[config.mk]
export PLATFORM = sky130hd
export DESIGN_NAME = lbt_test_control
export DESIGN_NICKNAME = d
export VERILOG_FILES = /design/src/shared/lbt_pkg.sv /design/src/rtl/lbt_test_control.sv
export SDC_FILE = /design/constraint.sdc
export NUM_CORES = 1
export LEC_CHECK = 0
export BUFFER_PORTS_ARGS = -buffer_cell sky130_fd_sc_hd__clkbuf_2
export CORE_MARGIN = 5
export CORE_UTILIZATION = 45
export CTS_BUF_LIST = sky130_fd_sc_hd__clkbuf_16
export CTS_CLUSTER_DIAMETER = 150
export DETAILED_ROUTE_END_ITERATION = 10
export GPL_ROUTABILITY_DRIVEN = 0
export PLACE_DENSITY = 0.6
export SETUP_SLACK_MARGIN = 0.5
export SLEW_MARGIN = 20
export SYNTH_ARGS = -nofsm -noshare
export SYNTH_HDL_FRONTEND = slang
export SYNTH_SLANG_ARGS = --single-unit
[constraint.sdc]
create_clock -name clk -period 5.65 [get_ports clk]
set_input_delay 1.13 -clock clk [delete_from_list [all_inputs] [get_ports clk]]
set_output_delay 1.13 -clock clk [all_outputs]
set_load 0.03 [all_outputs]
[src/shared/lbt_pkg.sv]
package lbt_pkg;

  // ****************************************
  // Register map
  // ****************************************
  localparam logic [3:0] ADDR_CTRL = 4'h0;
  localparam logic [3:0] ADDR_STATUS = 4'h1;
  localparam logic [3:0] ADDR_ERR_COUNT = 4'h2;

  // Control register fields
  localparam int CTRL_LOCAL_LOOP = 0;
  localparam int CTRL_REMOTE_LOOP = 1;
  localparam int CTRL_PATTERN = 2;
  localparam int CTRL_INJECT = 3;
  localparam int CTRL_RESPONSE_EN = 4;
  localparam int CTRL_CLEAR = 5;
  localparam logic [7:0] CTRL_RESET = 8'h10;

  // ****************************************
  // Pattern engine
  // ****************************************
  localparam int PRBS_LEN = 9;
  localparam int PRBS_TAP = 5;
  localparam logic [8:0] PRBS_SEED = 9'h1ff;
  localparam int SYNC_GOOD_BITS = 16;
  localparam int SYNC_BAD_BITS = 8;
  localparam int INJECT_INTERVAL = 64;
  localparam logic [15:0] ERR_COUNT_RESET = 16'h0000;

  // ****************************************
  // Timing
  // ****************************************
  localparam int CLK_HZ = 20_000_000;
  localparam int FLASH_MS = 50;
  localparam int FLASH_CYCLES = CLK_HZ / 1000 * FLASH_MS;

  typedef enum logic [2:0]
  {
    LBT_IDLE = 3'b001,
    LBT_LOCAL = 3'b010,
    LBT_REMOTE = 3'b100
  } lbt_mode_t;

endpackage

[src/rtl/lbt_test_control.sv]
// Implementation choices: the register offsets and strobed register access.
`timescale 1ns/100ps

// Notes on behaviour
// - Data indicators red on idle one, green on zero.
// - Clear-to-send indicator green while clear-to-send output asserted.
// - Carrier indicator red without remote carrier, green with it.
// - Terminal-ready indicator green while terminal asserts ready.
// - Bit error indicator red when receive path flags likely error.
// - During pattern test, error indicator flashes on each mismatch detected while locked.
// - Test mode indicator red in any test, local or remote requested.
// - No-sync indicator red until connection with remote established.
// - Local loop from panel toggle or terminal request line.
// - Local loop feeds own transmitter to own receiver; test mode shown.
// - Local loop returns terminal data on receive data output; with pattern test on, the code returns line receive data there instead.
// - Remote loop requested from panel toggle or terminal request line.
// - Remote unit in remote loop sends back all received line data while its own pattern test is off.
// - Remote loop request from line honoured only when response enabled.
// - Panel switches and terminal lines start tests with equal effect.
// - Pattern switch up: send 511 pattern, check returned stream.
// - Pattern switch down: inject deliberate errors into the pattern.
// - Pattern error count kept, cleared by operator clear command.
// - Remote loop combines with pattern test, with or without errors.
module lbt_test_control
  import lbt_pkg::*;
#(
  parameter int FLASH_LEN = lbt_pkg::FLASH_CYCLES
)
(
  input wire logic clk,
  input wire logic arst_n,
  input wire logic bit_tick,
  input wire logic term_tx_data,
  input wire logic term_dtr,
  input wire logic term_rts,
  input wire logic term_local_req,
  input wire logic term_remote_req,
  input wire logic panel_local,
  input wire logic panel_remote,
  input wire logic panel_pattern,
  input wire logic panel_inject,
  input wire logic line_rx_data,
  input wire logic line_carrier,
  input wire logic line_synced,
  input wire logic line_bit_error,
  input wire logic line_remote_req,
  input wire logic [3:0] reg_addr,
  input wire logic [7:0] reg_wdata,
  input wire logic reg_write,
  input wire logic reg_read,
  output logic [15:0] reg_rdata,
  output logic line_tx_data,
  output logic line_remote_req_out,
  output logic term_rx_data,
  output logic term_cts,
  output logic tx_data_green,
  output logic rx_data_green,
  output logic cts_green,
  output logic carrier_green,
  output logic dtr_green,
  output logic bit_error_indicator,
  output logic test_mode_indicator,
  output logic no_sync_indicator
);
  import lbt_pkg::*;

  // ****************************************
  // Input synchronisers
  // ****************************************
  localparam int NIN = 14;
  logic [NIN-1:0] in_raw, sync_a, sync_b, next_sync_a, next_sync_b;

  assign in_raw = {term_tx_data, term_dtr, term_rts, term_local_req, term_remote_req,
                   panel_local, panel_remote, panel_pattern, panel_inject,
                   line_rx_data, line_carrier, line_synced, line_bit_error,
                   line_remote_req};

  always_comb
  begin
    next_sync_a = in_raw;
    next_sync_b = sync_a;
  end

  always_ff @(posedge clk or negedge arst_n)
  begin
    if (!arst_n)
    begin
      sync_a <= '0;
      sync_b <= '0;
    end
    else
    begin
      sync_a <= next_sync_a;
      sync_b <= next_sync_b;
    end
  end

  logic s_txd, s_dtr, s_rts, s_lreq, s_rreq, s_plocal, s_premote, s_ppat, s_pinj;
  logic s_rxd, s_car, s_sync, s_berr, s_line_rreq;
  assign {s_txd, s_dtr, s_rts, s_lreq, s_rreq, s_plocal, s_premote, s_ppat, s_pinj,
          s_rxd, s_car, s_sync, s_berr, s_line_rreq} = sync_b;

  // ****************************************
  // Control register
  // ****************************************
  logic [7:0] ctrl, next_ctrl;
  logic [15:0] err_count, next_err_count;
  logic [15:0] next_rdata;
  logic [7:0] status;

  always_comb
  begin
    next_ctrl = ctrl;
    next_rdata = '0;
    if (reg_write && reg_addr == ADDR_CTRL)
      next_ctrl = reg_wdata;
    else
      next_ctrl[CTRL_CLEAR] = 1'b0;
    if (reg_read)
    begin
      unique case (reg_addr)
        ADDR_CTRL: next_rdata = {8'h00, ctrl};
        ADDR_STATUS: next_rdata = {8'h00, status};
        ADDR_ERR_COUNT: next_rdata = err_count;
        default: next_rdata = '0;
      endcase
    end
  end

  always_ff @(posedge clk or negedge arst_n)
  begin
    if (!arst_n)
    begin
      ctrl <= CTRL_RESET;
      reg_rdata <= '0;
    end
    else
    begin
      ctrl <= next_ctrl;
      reg_rdata <= next_rdata;
    end
  end

  // ****************************************
  // Mode selection
  // ****************************************
  logic want_local, want_remote, remote_granted, pattern_on, inject_on;
  lbt_mode_t mode, next_mode;

  // Panel, pin or register source has the same effect; local wins if both asked
  assign want_local = s_plocal | s_lreq | ctrl[CTRL_LOCAL_LOOP];
  assign want_remote = s_premote | s_rreq | ctrl[CTRL_REMOTE_LOOP];
  assign remote_granted = s_line_rreq & ctrl[CTRL_RESPONSE_EN];
  assign pattern_on = s_ppat | s_pinj | ctrl[CTRL_PATTERN] | ctrl[CTRL_INJECT];
  assign inject_on = s_pinj | ctrl[CTRL_INJECT];

  always_comb
  begin
    if (want_local)
      next_mode = LBT_LOCAL;
    else if (want_remote)
      next_mode = LBT_REMOTE;
    else
      next_mode = LBT_IDLE;
  end

  always_ff @(posedge clk or negedge arst_n)
  begin
    if (!arst_n)
      mode <= LBT_IDLE;
    else
      mode <= next_mode;
  end

  // ****************************************
  // Pattern generator and detector
  // ****************************************
  function automatic logic prbs_fb(input logic [8:0] s);
    prbs_fb = s[PRBS_LEN-1] ^ s[PRBS_TAP-1];
  endfunction

  logic [8:0] gen, next_gen, det, next_det;
  logic [6:0] inj_cnt, next_inj_cnt;
  logic [4:0] good_cnt, next_good_cnt;
  logic [3:0] bad_cnt, next_bad_cnt;
  logic locked, next_locked;
  logic tx_bit, rx_bit, mismatch;
  logic [23:0] flash_cnt, next_flash_cnt;

  // Deliberate error on one bit in every interval
  assign tx_bit = prbs_fb(gen) ^ (inject_on && inj_cnt == 7'(INJECT_INTERVAL - 1));
  // Local loop: transmitter feeds own receiver
  assign rx_bit = (mode == LBT_LOCAL) ? line_tx_data : s_rxd;
  assign mismatch = bit_tick && pattern_on && (rx_bit != prbs_fb(det));

  always_comb
  begin
    next_gen = gen;
    next_det = det;
    next_inj_cnt = inj_cnt;
    next_good_cnt = good_cnt;
    next_bad_cnt = bad_cnt;
    next_locked = locked;
    next_err_count = err_count;
    next_flash_cnt = (flash_cnt != '0) ? flash_cnt - 24'h000001 : flash_cnt;
    if (!pattern_on)
    begin
      next_locked = 1'b0;
      next_good_cnt = '0;
      next_bad_cnt = '0;
      next_inj_cnt = '0;
    end
    else if (bit_tick)
    begin
      next_gen = {gen[7:0], prbs_fb(gen)};
      next_inj_cnt = (inj_cnt == 7'(INJECT_INTERVAL - 1)) ? '0 : inj_cnt + 7'h01;
      // Self-synchronising: load received bits, check against prediction
      next_det = {det[7:0], rx_bit};
      if (!locked)
      begin
        next_good_cnt = mismatch ? '0 : good_cnt + 5'h01;
        if (good_cnt == 5'(SYNC_GOOD_BITS - 1) && !mismatch)
        begin
          next_locked = 1'b1;
          next_bad_cnt = '0;
        end
      end
      else if (mismatch)
      begin
        // Count errors only once locked
        if (err_count != 16'hffff)
          next_err_count = err_count + 16'h0001;
        next_flash_cnt = 24'(FLASH_LEN);
        next_bad_cnt = bad_cnt + 4'h1;
        if (bad_cnt == 4'(SYNC_BAD_BITS - 1))
        begin
          next_locked = 1'b0;
          next_good_cnt = '0;
        end
      end
    end
    // Clear wins over a simultaneous increment
    if (ctrl[CTRL_CLEAR])
      next_err_count = ERR_COUNT_RESET;
  end

  always_ff @(posedge clk or negedge arst_n)
  begin
    if (!arst_n)
    begin
      gen <= PRBS_SEED;
      det <= '0;
      inj_cnt <= '0;
      good_cnt <= '0;
      bad_cnt <= '0;
      locked <= 1'b0;
      err_count <= ERR_COUNT_RESET;
      flash_cnt <= '0;
    end
    else
    begin
      gen <= next_gen;
      det <= next_det;
      inj_cnt <= next_inj_cnt;
      good_cnt <= next_good_cnt;
      bad_cnt <= next_bad_cnt;
      locked <= next_locked;
      err_count <= next_err_count;
      flash_cnt <= next_flash_cnt;
    end
  end

  // ****************************************
  // Data paths and indicators
  // ****************************************
  logic n_line_tx, n_term_rx, n_cts, n_rreq_out, n_tm;
  logic [7:0] next_leds;

  assign status = {2'b00, locked, remote_granted, inject_on, pattern_on,
                   mode == LBT_REMOTE, mode == LBT_LOCAL};

  always_comb
  begin
    n_line_tx = pattern_on ? tx_bit : s_txd;
    if (remote_granted && !pattern_on)
      n_line_tx = s_rxd;
    n_term_rx = (mode == LBT_LOCAL && !pattern_on) ? s_txd : s_rxd;
    n_cts = s_rts & s_car;
    n_rreq_out = (mode == LBT_REMOTE);
    n_tm = (mode != LBT_IDLE) || pattern_on || remote_granted;
    next_leds[0] = !term_rx_data;
    next_leds[1] = !s_txd;
    next_leds[2] = term_cts;
    next_leds[3] = s_car;
    next_leds[4] = s_dtr;
    next_leds[5] = pattern_on ? (flash_cnt != '0) : s_berr;
    next_leds[6] = n_tm;
    next_leds[7] = !s_sync;
  end

  always_ff @(posedge clk or negedge arst_n)
  begin
    if (!arst_n)
    begin
      line_tx_data <= 1'b1;
      term_rx_data <= 1'b1;
      term_cts <= 1'b0;
      line_remote_req_out <= 1'b0;
      test_mode_indicator <= 1'b0;
      {no_sync_indicator, bit_error_indicator, dtr_green, carrier_green,
       cts_green, tx_data_green, rx_data_green} <= 7'h40;
    end
    else
    begin
      line_tx_data <= n_line_tx;
      term_rx_data <= n_term_rx;
      term_cts <= n_cts;
      line_remote_req_out <= n_rreq_out;
      test_mode_indicator <= next_leds[6];
      rx_data_green <= next_leds[0];
      tx_data_green <= next_leds[1];
      cts_green <= next_leds[2];
      carrier_green <= next_leds[3];
      dtr_green <= next_leds[4];
      bit_error_indicator <= next_leds[5];
      no_sync_indicator <= next_leds[7];
    end
  end

endmodule

==> impl_metrics.csv, run 1 <==
group,metric,value,unit
run_status,status,"complete, no violations",
critical_path,max_stage_delay,0.84,ns
synthesis,synth-seq-area-share,57.8,%
drt,drt-initial-drc-count,253,
power,p_leak,0.00312,µW
timing,hold_slack,0.348,ns
run,maxCapViolations,0,
power,pwr-share-comb,11.4,%
synthesis,syn_inst,541,
clock_tree,insertion_delay,0.42,ns
die,die_y,127,µm
critical_path,worstPathArrival,2.90,ns
drt,drcViolationCount,0,
clock_tree,tritoncts,"yes",
placed_design,detailedPlacementHpwl,8.64,mm
finish,mostFrequentLayoutCell,"dfrtp_1",
clock_tree,cts_buffers,17,
die,start_util,46.3,%
power,seqPwrFrac,45.3,%
worst_hold_path,hold_class,"reg2reg",
drt,first_pass_iters,4,
finish,mostFrequentLayoutCells,"dfrtp_1 (128), clkbuf_2 (57), nor2_1 (46)",
synthesis,yosysTopAreaCell,"dfrtp_1",
finish,nets,637,
critical_path,path_cells,"or4_1 -> nand2_1 -> nor3_1 -> mux2_2",
synthesis,synth_area,6170,µm²
drt,via_per_inst,5.41,
die,die_w,127,µm
worst_hold_path,min_to,"dtr_green$_DFF_PN0_",
critical_path,r2r_end,"good_cnt[0]$_DFFE_PN0P_",
finish,syn2layout_area_growth,17.1,%
die,io_pins,59,
timing,rsz0062_at_grt,"no",
drt,vias,4267,
timing,clock_skew,0.00563,ns
finish,diodes,0,
power,net-switching-power,686,µW
clock_tree,hold_buffers,0,
die,core,13300,µm²
synthesis,synthArstFlopShare,100,%
global_route,grt_pass1_vias,4262,
clock_tree,cts-root-buf,"clkbuf_16",
synthesis,synth_nets,579,
critical_path,crit_type,"reg2reg",
synthesis,synthFlopType,"dfrtp_1",
timing,max_freq,385,MHz
timing,hold_viol,0,
critical_path,crit_required,5.95,ns
synthesis,synth-seq-cells,142,
power,intPower,1880,µW
timing,relSlewSlack,36.4,%
critical_path,reg2reg_from,"sync_b[5]$_DFF_PN0_",
timing,finalWorstPathRequiredPeriod,2.60,ns
critical_path,worstRegToRegCells,4,
power,power_density,355,nW/µm²
global_route,grt_max_degree,93,
global_route,grt-ovfl-total,0,
synthesis,netlist.area_leader.share,51.9,%
critical_path,start_kind,"register",
timing,drv_slew,0,
clock_tree,cts_resized,0,
finish,drive_above_1_share,23.9,%
power,clockPowerShare,43.3,%
worst_hold_path,hp-start,"sync_b[12]$_DFF_PN0_",
global_route,grt_pass1_wl,21.0,mm
power,ir_worst_vdd,223,µV
global_route,antenna_found_initial,0,
synthesis,ys_warn_count,0,
clock_tree,cts_setup_buffers,0,
finish,fillers,1212,
timing,fin_crit_sh,46.0,%
critical_path,crit_slowest_cell,"or4_1",
clock_tree,clock_sinks,142,
synthesis,syn_area_per_cell,11.4,µm²
power,power_switching_share,26.8,%
critical_path,rrSetupSlack,3.05,ns
synthesis,synth_edf_count,0,
drt,ant_nets,0,
worst_hold_path,holdPathStages,0,
clock_tree,cts_buffer_depth,2,
drt,drt_wl_total,12.5,mm
die,dieArea,16200,µm²
global_route,grt_use_total,16.4,%
die,placementRows,42,
placed_design,io_buffers,58,
drt,wl_per_cell,15.9,µm
clock_tree,htree_levels,4,
critical_path,worstSetupEndpointType,"register",
timing,tns,0,ns
timing,setup_viol,0,
synthesis,synth_cell_types,62,
timing,worstMarginPinSlew,0.948,ns
clock_tree,clkTransAtPathRegs,0.06,ns
critical_path,cp_max_fo,21,
synthesis,synth.area.top_cells,"dfrtp_1 (52%), dfstp_2 (6.0%), mux2_2 (5.3%)",
-- flip-flops by register name, indices dropped and copies added, names as in the netlist, 3 cells and up --
signal and cells:
bad_cnt 4, inj_cnt 7, mode 3, ctrl 8, good_cnt 5, err_count 16, reg_rdata 16, gen 9
sync_b 14, det 9, next_sync_b 14, flash_cnt 24
-- how the worst max path moves through the flow --
stage	slack [ns]	start	to	cells past startpoint
3_5_place_dp	2.74	bit_tick	err_count[12]$_DFFE_PN0P_	6
6_report	3.05	sync_b[5]$_DFF_PN0_	good_cnt[0]$_DFFE_PN0P_	4
4_1_cts	3.02	sync_b[5]$_DFF_PN0_	good_cnt[0]$_DFFE_PN0P_	4
3_3_place_gp	2.75	bit_tick	err_count[12]$_DFFE_PN0P_	6
2_1_floorplan	3.35	bit_tick	err_count[7]$_DFFE_PN0P_	5
5_1_grt	2.89	sync_b[5]$_DFF_PN0_	good_cnt[0]$_DFFE_PN0P_	4
-- worst max-delay path: cells and delay by family, from the launching register on --
| family | cells | cell delay, ns |
|---|---|---|
| simple gates | 3 | 1.76 |
| flops | 1 | 0.41 |
| mux | 1 | 0.32 |
-- logic make-up (layout without fill, tap and decap cells) --
family	Yosys count	count (layout)	synth area share (%)
xor+xnor	25	25	3.55
compound gates	88	88	9.57
flops	142	142	57.8
buf+inv	39	110	2.47
fa+ha+maj	7	7	1.42
mux	37	37	6.61
simple gates	203	203	18.5
-- synth_stat cells, drive strengths merged (2+ instances only) --
cell and n:
or3 5, or4 8, o31ai 7, and4 2, nand2b 2, nor4 13, xnor2 11, inv 18
nor3b 5, o211ai 4, xor2 14, a311o 2, and3 7, a21oi 31, nand4b 2, mux2 30
a211o 2, a211oi 8, nor3 16, nor4b 3, nor2 47, o21ai 11, nand2 26, nand3b 4
or3b 3, o211a 3, nand4 17, a2111oi 3, o22ai 6, ha 7, a22o 2, mux2i 7
a31o 2, a21o 2, buf 7, and2 18, clkbuf 14, nor2b 7, dfrtp 128, nand3 13
dfstp 14
-- stage by stage --
step | setup WS [ns] | cells | cell area (µm²) | total power, µW | utilization (%)
final | 3.05 | 788 | 7230 | 2570 | 54.1
after global routing | 2.89 | 788 | 7230 | 2680 | 54.1
after CTS | 3.02 | 788 | 7230 | 2600 | 54.1
after detailed placement | 2.74 | 756 | 6630 | 1480 | 49.7
after global placement | 2.75 | 756 | 6620 | 1460 | 49.6
after floorplan | 3.35 | 541 | 6170 | 1370 | -
-- cell type report --
class	count	area (µm²)	share of cell area, %
Sequential cell	142	3570	49.4
Multi-Input combinational cell	360	2460	34.1
Clock buffer	17	425	5.89
Timing Repair Buffer	60	312	4.31
Tap cell	176	220	3.05
Clock inverter	15	169	2.34
Inverter	18	67.6	0.935
-- power by group through the flow --
stage	Combinational, µW	Clock [µW]	Sequential, µW
floorplan	197	0	1170
global placement	285	0	1180
detailed placement	295	0	1180
CTS	296	1140	1160
global route	325	1190	1170
finish	292	1110	1160
-- metal layers --
metal	vias up	wire length (µm)	GRT usage, %
met5	-	0	0
met1	2095	5880	21.7
met3	19	508	4.42
li1	2068	-	-
met4	0	199	5.87
met2	85	5950	26.0
(Power assumes the default switching activity.)
==> inputs of run 2 (changes only) <==
ABC_AREA = 1   (was unset)
clock period = 2.5 ns   (was 5.65 ns; I/O delays follow)
==> impl_metrics.csv, run 2 <==
group,metric,value,unit
placed_design,io_buffers,58,
timing,setup_viol,0,
power,power_density,913,nW/µm²
synthesis,synthFlopType,"dfrtp_1",
power,p_total,6840,µW
synthesis,yosysTopAreaCell,"dfrtp_1",
critical_path,crit_family,"simple AND/OR/NAND/NOR gates",
synthesis,syn_area_per_cell,9.06,µm²
timing,relSlewSlack,61.0,%
critical_path,r2r_end,"flash_cnt[1]$_DFF_PN0_",
synthesis,syn_inst,698,
critical_path,reg2reg_from,"flash_cnt[16]$_DFF_PN0_",
synthesis,ys_warn_count,0,
timing,drv_slew,0,
synthesis,synth_nets,736,
clock_tree,insertion_delay,0.42,ns
synthesis,synth_cell_types,41,
drt,drt-initial-drc-count,263,
drt,first_pass_iters,5,
clock_tree,clock_sinks,142,
timing,max_freq,548,MHz
critical_path,worstRegToRegCells,7,
clock_tree,tritoncts,"yes",
finish,fillers,1243,
drt,wl_per_cell,13.4,µm
die,core,13800,µm²
worst_hold_path,hold_class,"in2async",
timing,worstMarginPinSlew,0.585,ns
critical_path,worstSetupEndpointType,"register",
synthesis,synth-seq-area-share,56.4,%
drt,drt_wl_total,13.0,mm
synthesis,synth_area,6330,µm²
clock_tree,clkTransAtPathRegs,0.06,ns
run,maxCapViolations,0,
finish,largest_register_ffs,24,
synthesis,synthArstFlopShare,100,%
timing,hold_viol,0,
synthesis,netlist.area_leader.share,50.6,%
finish,diodes,0,
critical_path,crit_type,"reg2reg",
timing,rsz0062_at_grt,"no",
placed_design,detailedPlacementHpwl,9.24,mm
critical_path,cp_max_fo,22,
critical_path,rrSetupSlack,0.67,ns
die,start_util,45.8,%
global_route,grt_use_total,17.1,%
finish,syn2layout_area_growth,18.4,%
critical_path,crit_slowest_cell,"dfrtp_1",
finish,mostFrequentLayoutCells,"nand2_1 (178), dfrtp_1 (128), nor2_1 (86)",
critical_path,max_stage_delay,0.42,ns
clock_tree,hold_buffers,0,
clock_tree,htree_levels,4,
critical_path,crit_required,2.81,ns
die,dieArea,16500,µm²
timing,hold_slack,0.0588,ns
drt,drcViolationCount,0,
critical_path,path_cells,"nor2_1 -> nand2_1 -> nor4_2 -> nand3_1 -> buf_4 -> o21ai_0 -> nor2_1",
critical_path,start_kind,"register",
global_route,grt-ovfl-total,0,
finish,nets,814,
die,placementRows,43,
clock_tree,cts_buffers,17,
timing,finalWorstPathRequiredPeriod,1.83,ns
global_route,grt_max_degree,61,
run_status,status,"complete, no violations",
global_route,antenna_found_initial,0,
synthesis,synth_edf_count,0,
finish,largest-register,"flash_cnt",
global_route,grt_pass1_wl,22.7,mm
finish,drive_above_1_share,18.0,%
finish,post-route-util,54.2,%
drt,via_per_inst,4.94,
power,ir_worst_vdd,537,µV
power,p_leak,0.00373,µW
timing,fin_crit_sh,73.1,%
drt,vias,4790,
critical_path,crit_top_cell,"nor2_1",
synthesis,synth-seq-cells,142,
timing,clock_skew,0.00769,ns
clock_tree,cts-root-buf,"clkbuf_16",
finish,mostFrequentLayoutCell,"nand2_1",
synthesis,synth.area.top_cells,"dfrtp_1 (51%), nand2_1 (11%), dfstp_2 (5.8%)",
finish,reg_top3,"flash_cnt (24), err_count (16), reg_rdata (16)",
synthesis,synth_common_cells,"nand2_1 (178), dfrtp_1 (128), nor2_1 (87)",
critical_path,cp_num_buf_inv,1,
die,die_w,129,µm
clock_tree,cts_buffer_depth,2,
die,io_pins,59,
drt,ant_nets,0,
timing,tns,0,ns
global_route,grt_pass1_vias,4764,
critical_path,worstPathArrival,2.13,ns
die,die_y,129,µm
synthesis,synth.most_common_cell,"nand2_1",
## run 2: cell count changes in the layout (fill, tap and decap cells not counted), sizes merged, moves of 10 or more
cell	before	now
nand2	26	182
inv	26	80
nand3	13	66
nor2	47	89
mux2	30	5
a21oi	31	13
and2	18	0
nand4	17	4
buf	3	15
nor4	13	2
xor2	14	25
o21ai	11	21
## run 2: cell families after synthesis
kind of cell	after synthesis	share of synthesized area [%]
flip-flops	142	56.4
AND/OR/NAND/NOR	369	25.4
AO/OA/AOI/OAI	45	4.27
XOR/XNOR	44	6.09
multiplexers	5	0.890
adder cells (fa/ha/maj)	7	1.38
buffers and inverters	86	5.56
## run 2: worst max path at each step
stage          slack, ns  depth (start not counted)                   endpoint                      from
4_1_cts             0.52                          8  err_count[15]$_DFFE_PN0P_  err_count[0]$_DFFE_PN0P_
3_3_place_gp        0.55                          8   err_count[5]$_DFFE_PN0P_  err_count[0]$_DFFE_PN0P_
5_1_grt             0.51                          9  err_count[14]$_DFFE_PN0P_  err_count[0]$_DFFE_PN0P_
2_1_floorplan       0.86                          8   err_count[5]$_DFFE_PN0P_    line_tx_data$_DFF_PN1_
3_5_place_dp        0.55                          8   err_count[4]$_DFFE_PN0P_  err_count[0]$_DFFE_PN0P_
6_report            0.67                          7     flash_cnt[1]$_DFF_PN0_   flash_cnt[16]$_DFF_PN0_
## run 2: metal layers
layer | vias to the layer above | wire [µm] | track usage [%]
li1 | 2371 | - | -
met1 | 2316 | 6220 | 23.2
met2 | 89 | 6090 | 27.2
met3 | 14 | 514 | 4.07
met4 | 0 | 206 | 5.74
met5 | - | 0 | 0
## run 2: stage by stage
stage	setup WS (ns)	instances	area (µm²)
3_5_place_dp	0.550	932	6850
2_1_floorplan	0.863	698	6330
4_1_cts	0.516	964	7430
5_1_grt	0.510	969	7490
3_3_place_gp	0.553	932	6850
6_report	0.674	969	7490
## run 2: final cells by class
class	instances	area (µm²)	share of cell area, %
multi-input cells	470	2420	32.3
flip-flops and latches	142	3570	47.7
clock buffers	17	425	5.68
well taps	180	225	3.01
repair buffers	72	427	5.69
inverters	73	274	3.66
clock inverters	15	153	2.04
## run 2: what timing repair did
| item | in CTS | in global routing |
|---|---|---|
| endpoints found under the setup margin | 0 | 36 |
| endpoints found under the hold margin | 0 | 0 |
| gates resized for setup | 0 | 3 |
| setup buffers | 0 | 5 |
## run 2: where the power goes
| part | switching (µW) | internal [µW] | total (µW) | leakage (µW) |
|---|---|---|---|---|
| Sequential | 289 | 2680 | 2970 | 0.00175 |
| Combinational | 859 | 539 | 1400 | 0.00171 |
| Clock | 1060 | 1400 | 2470 | 0.000279 |
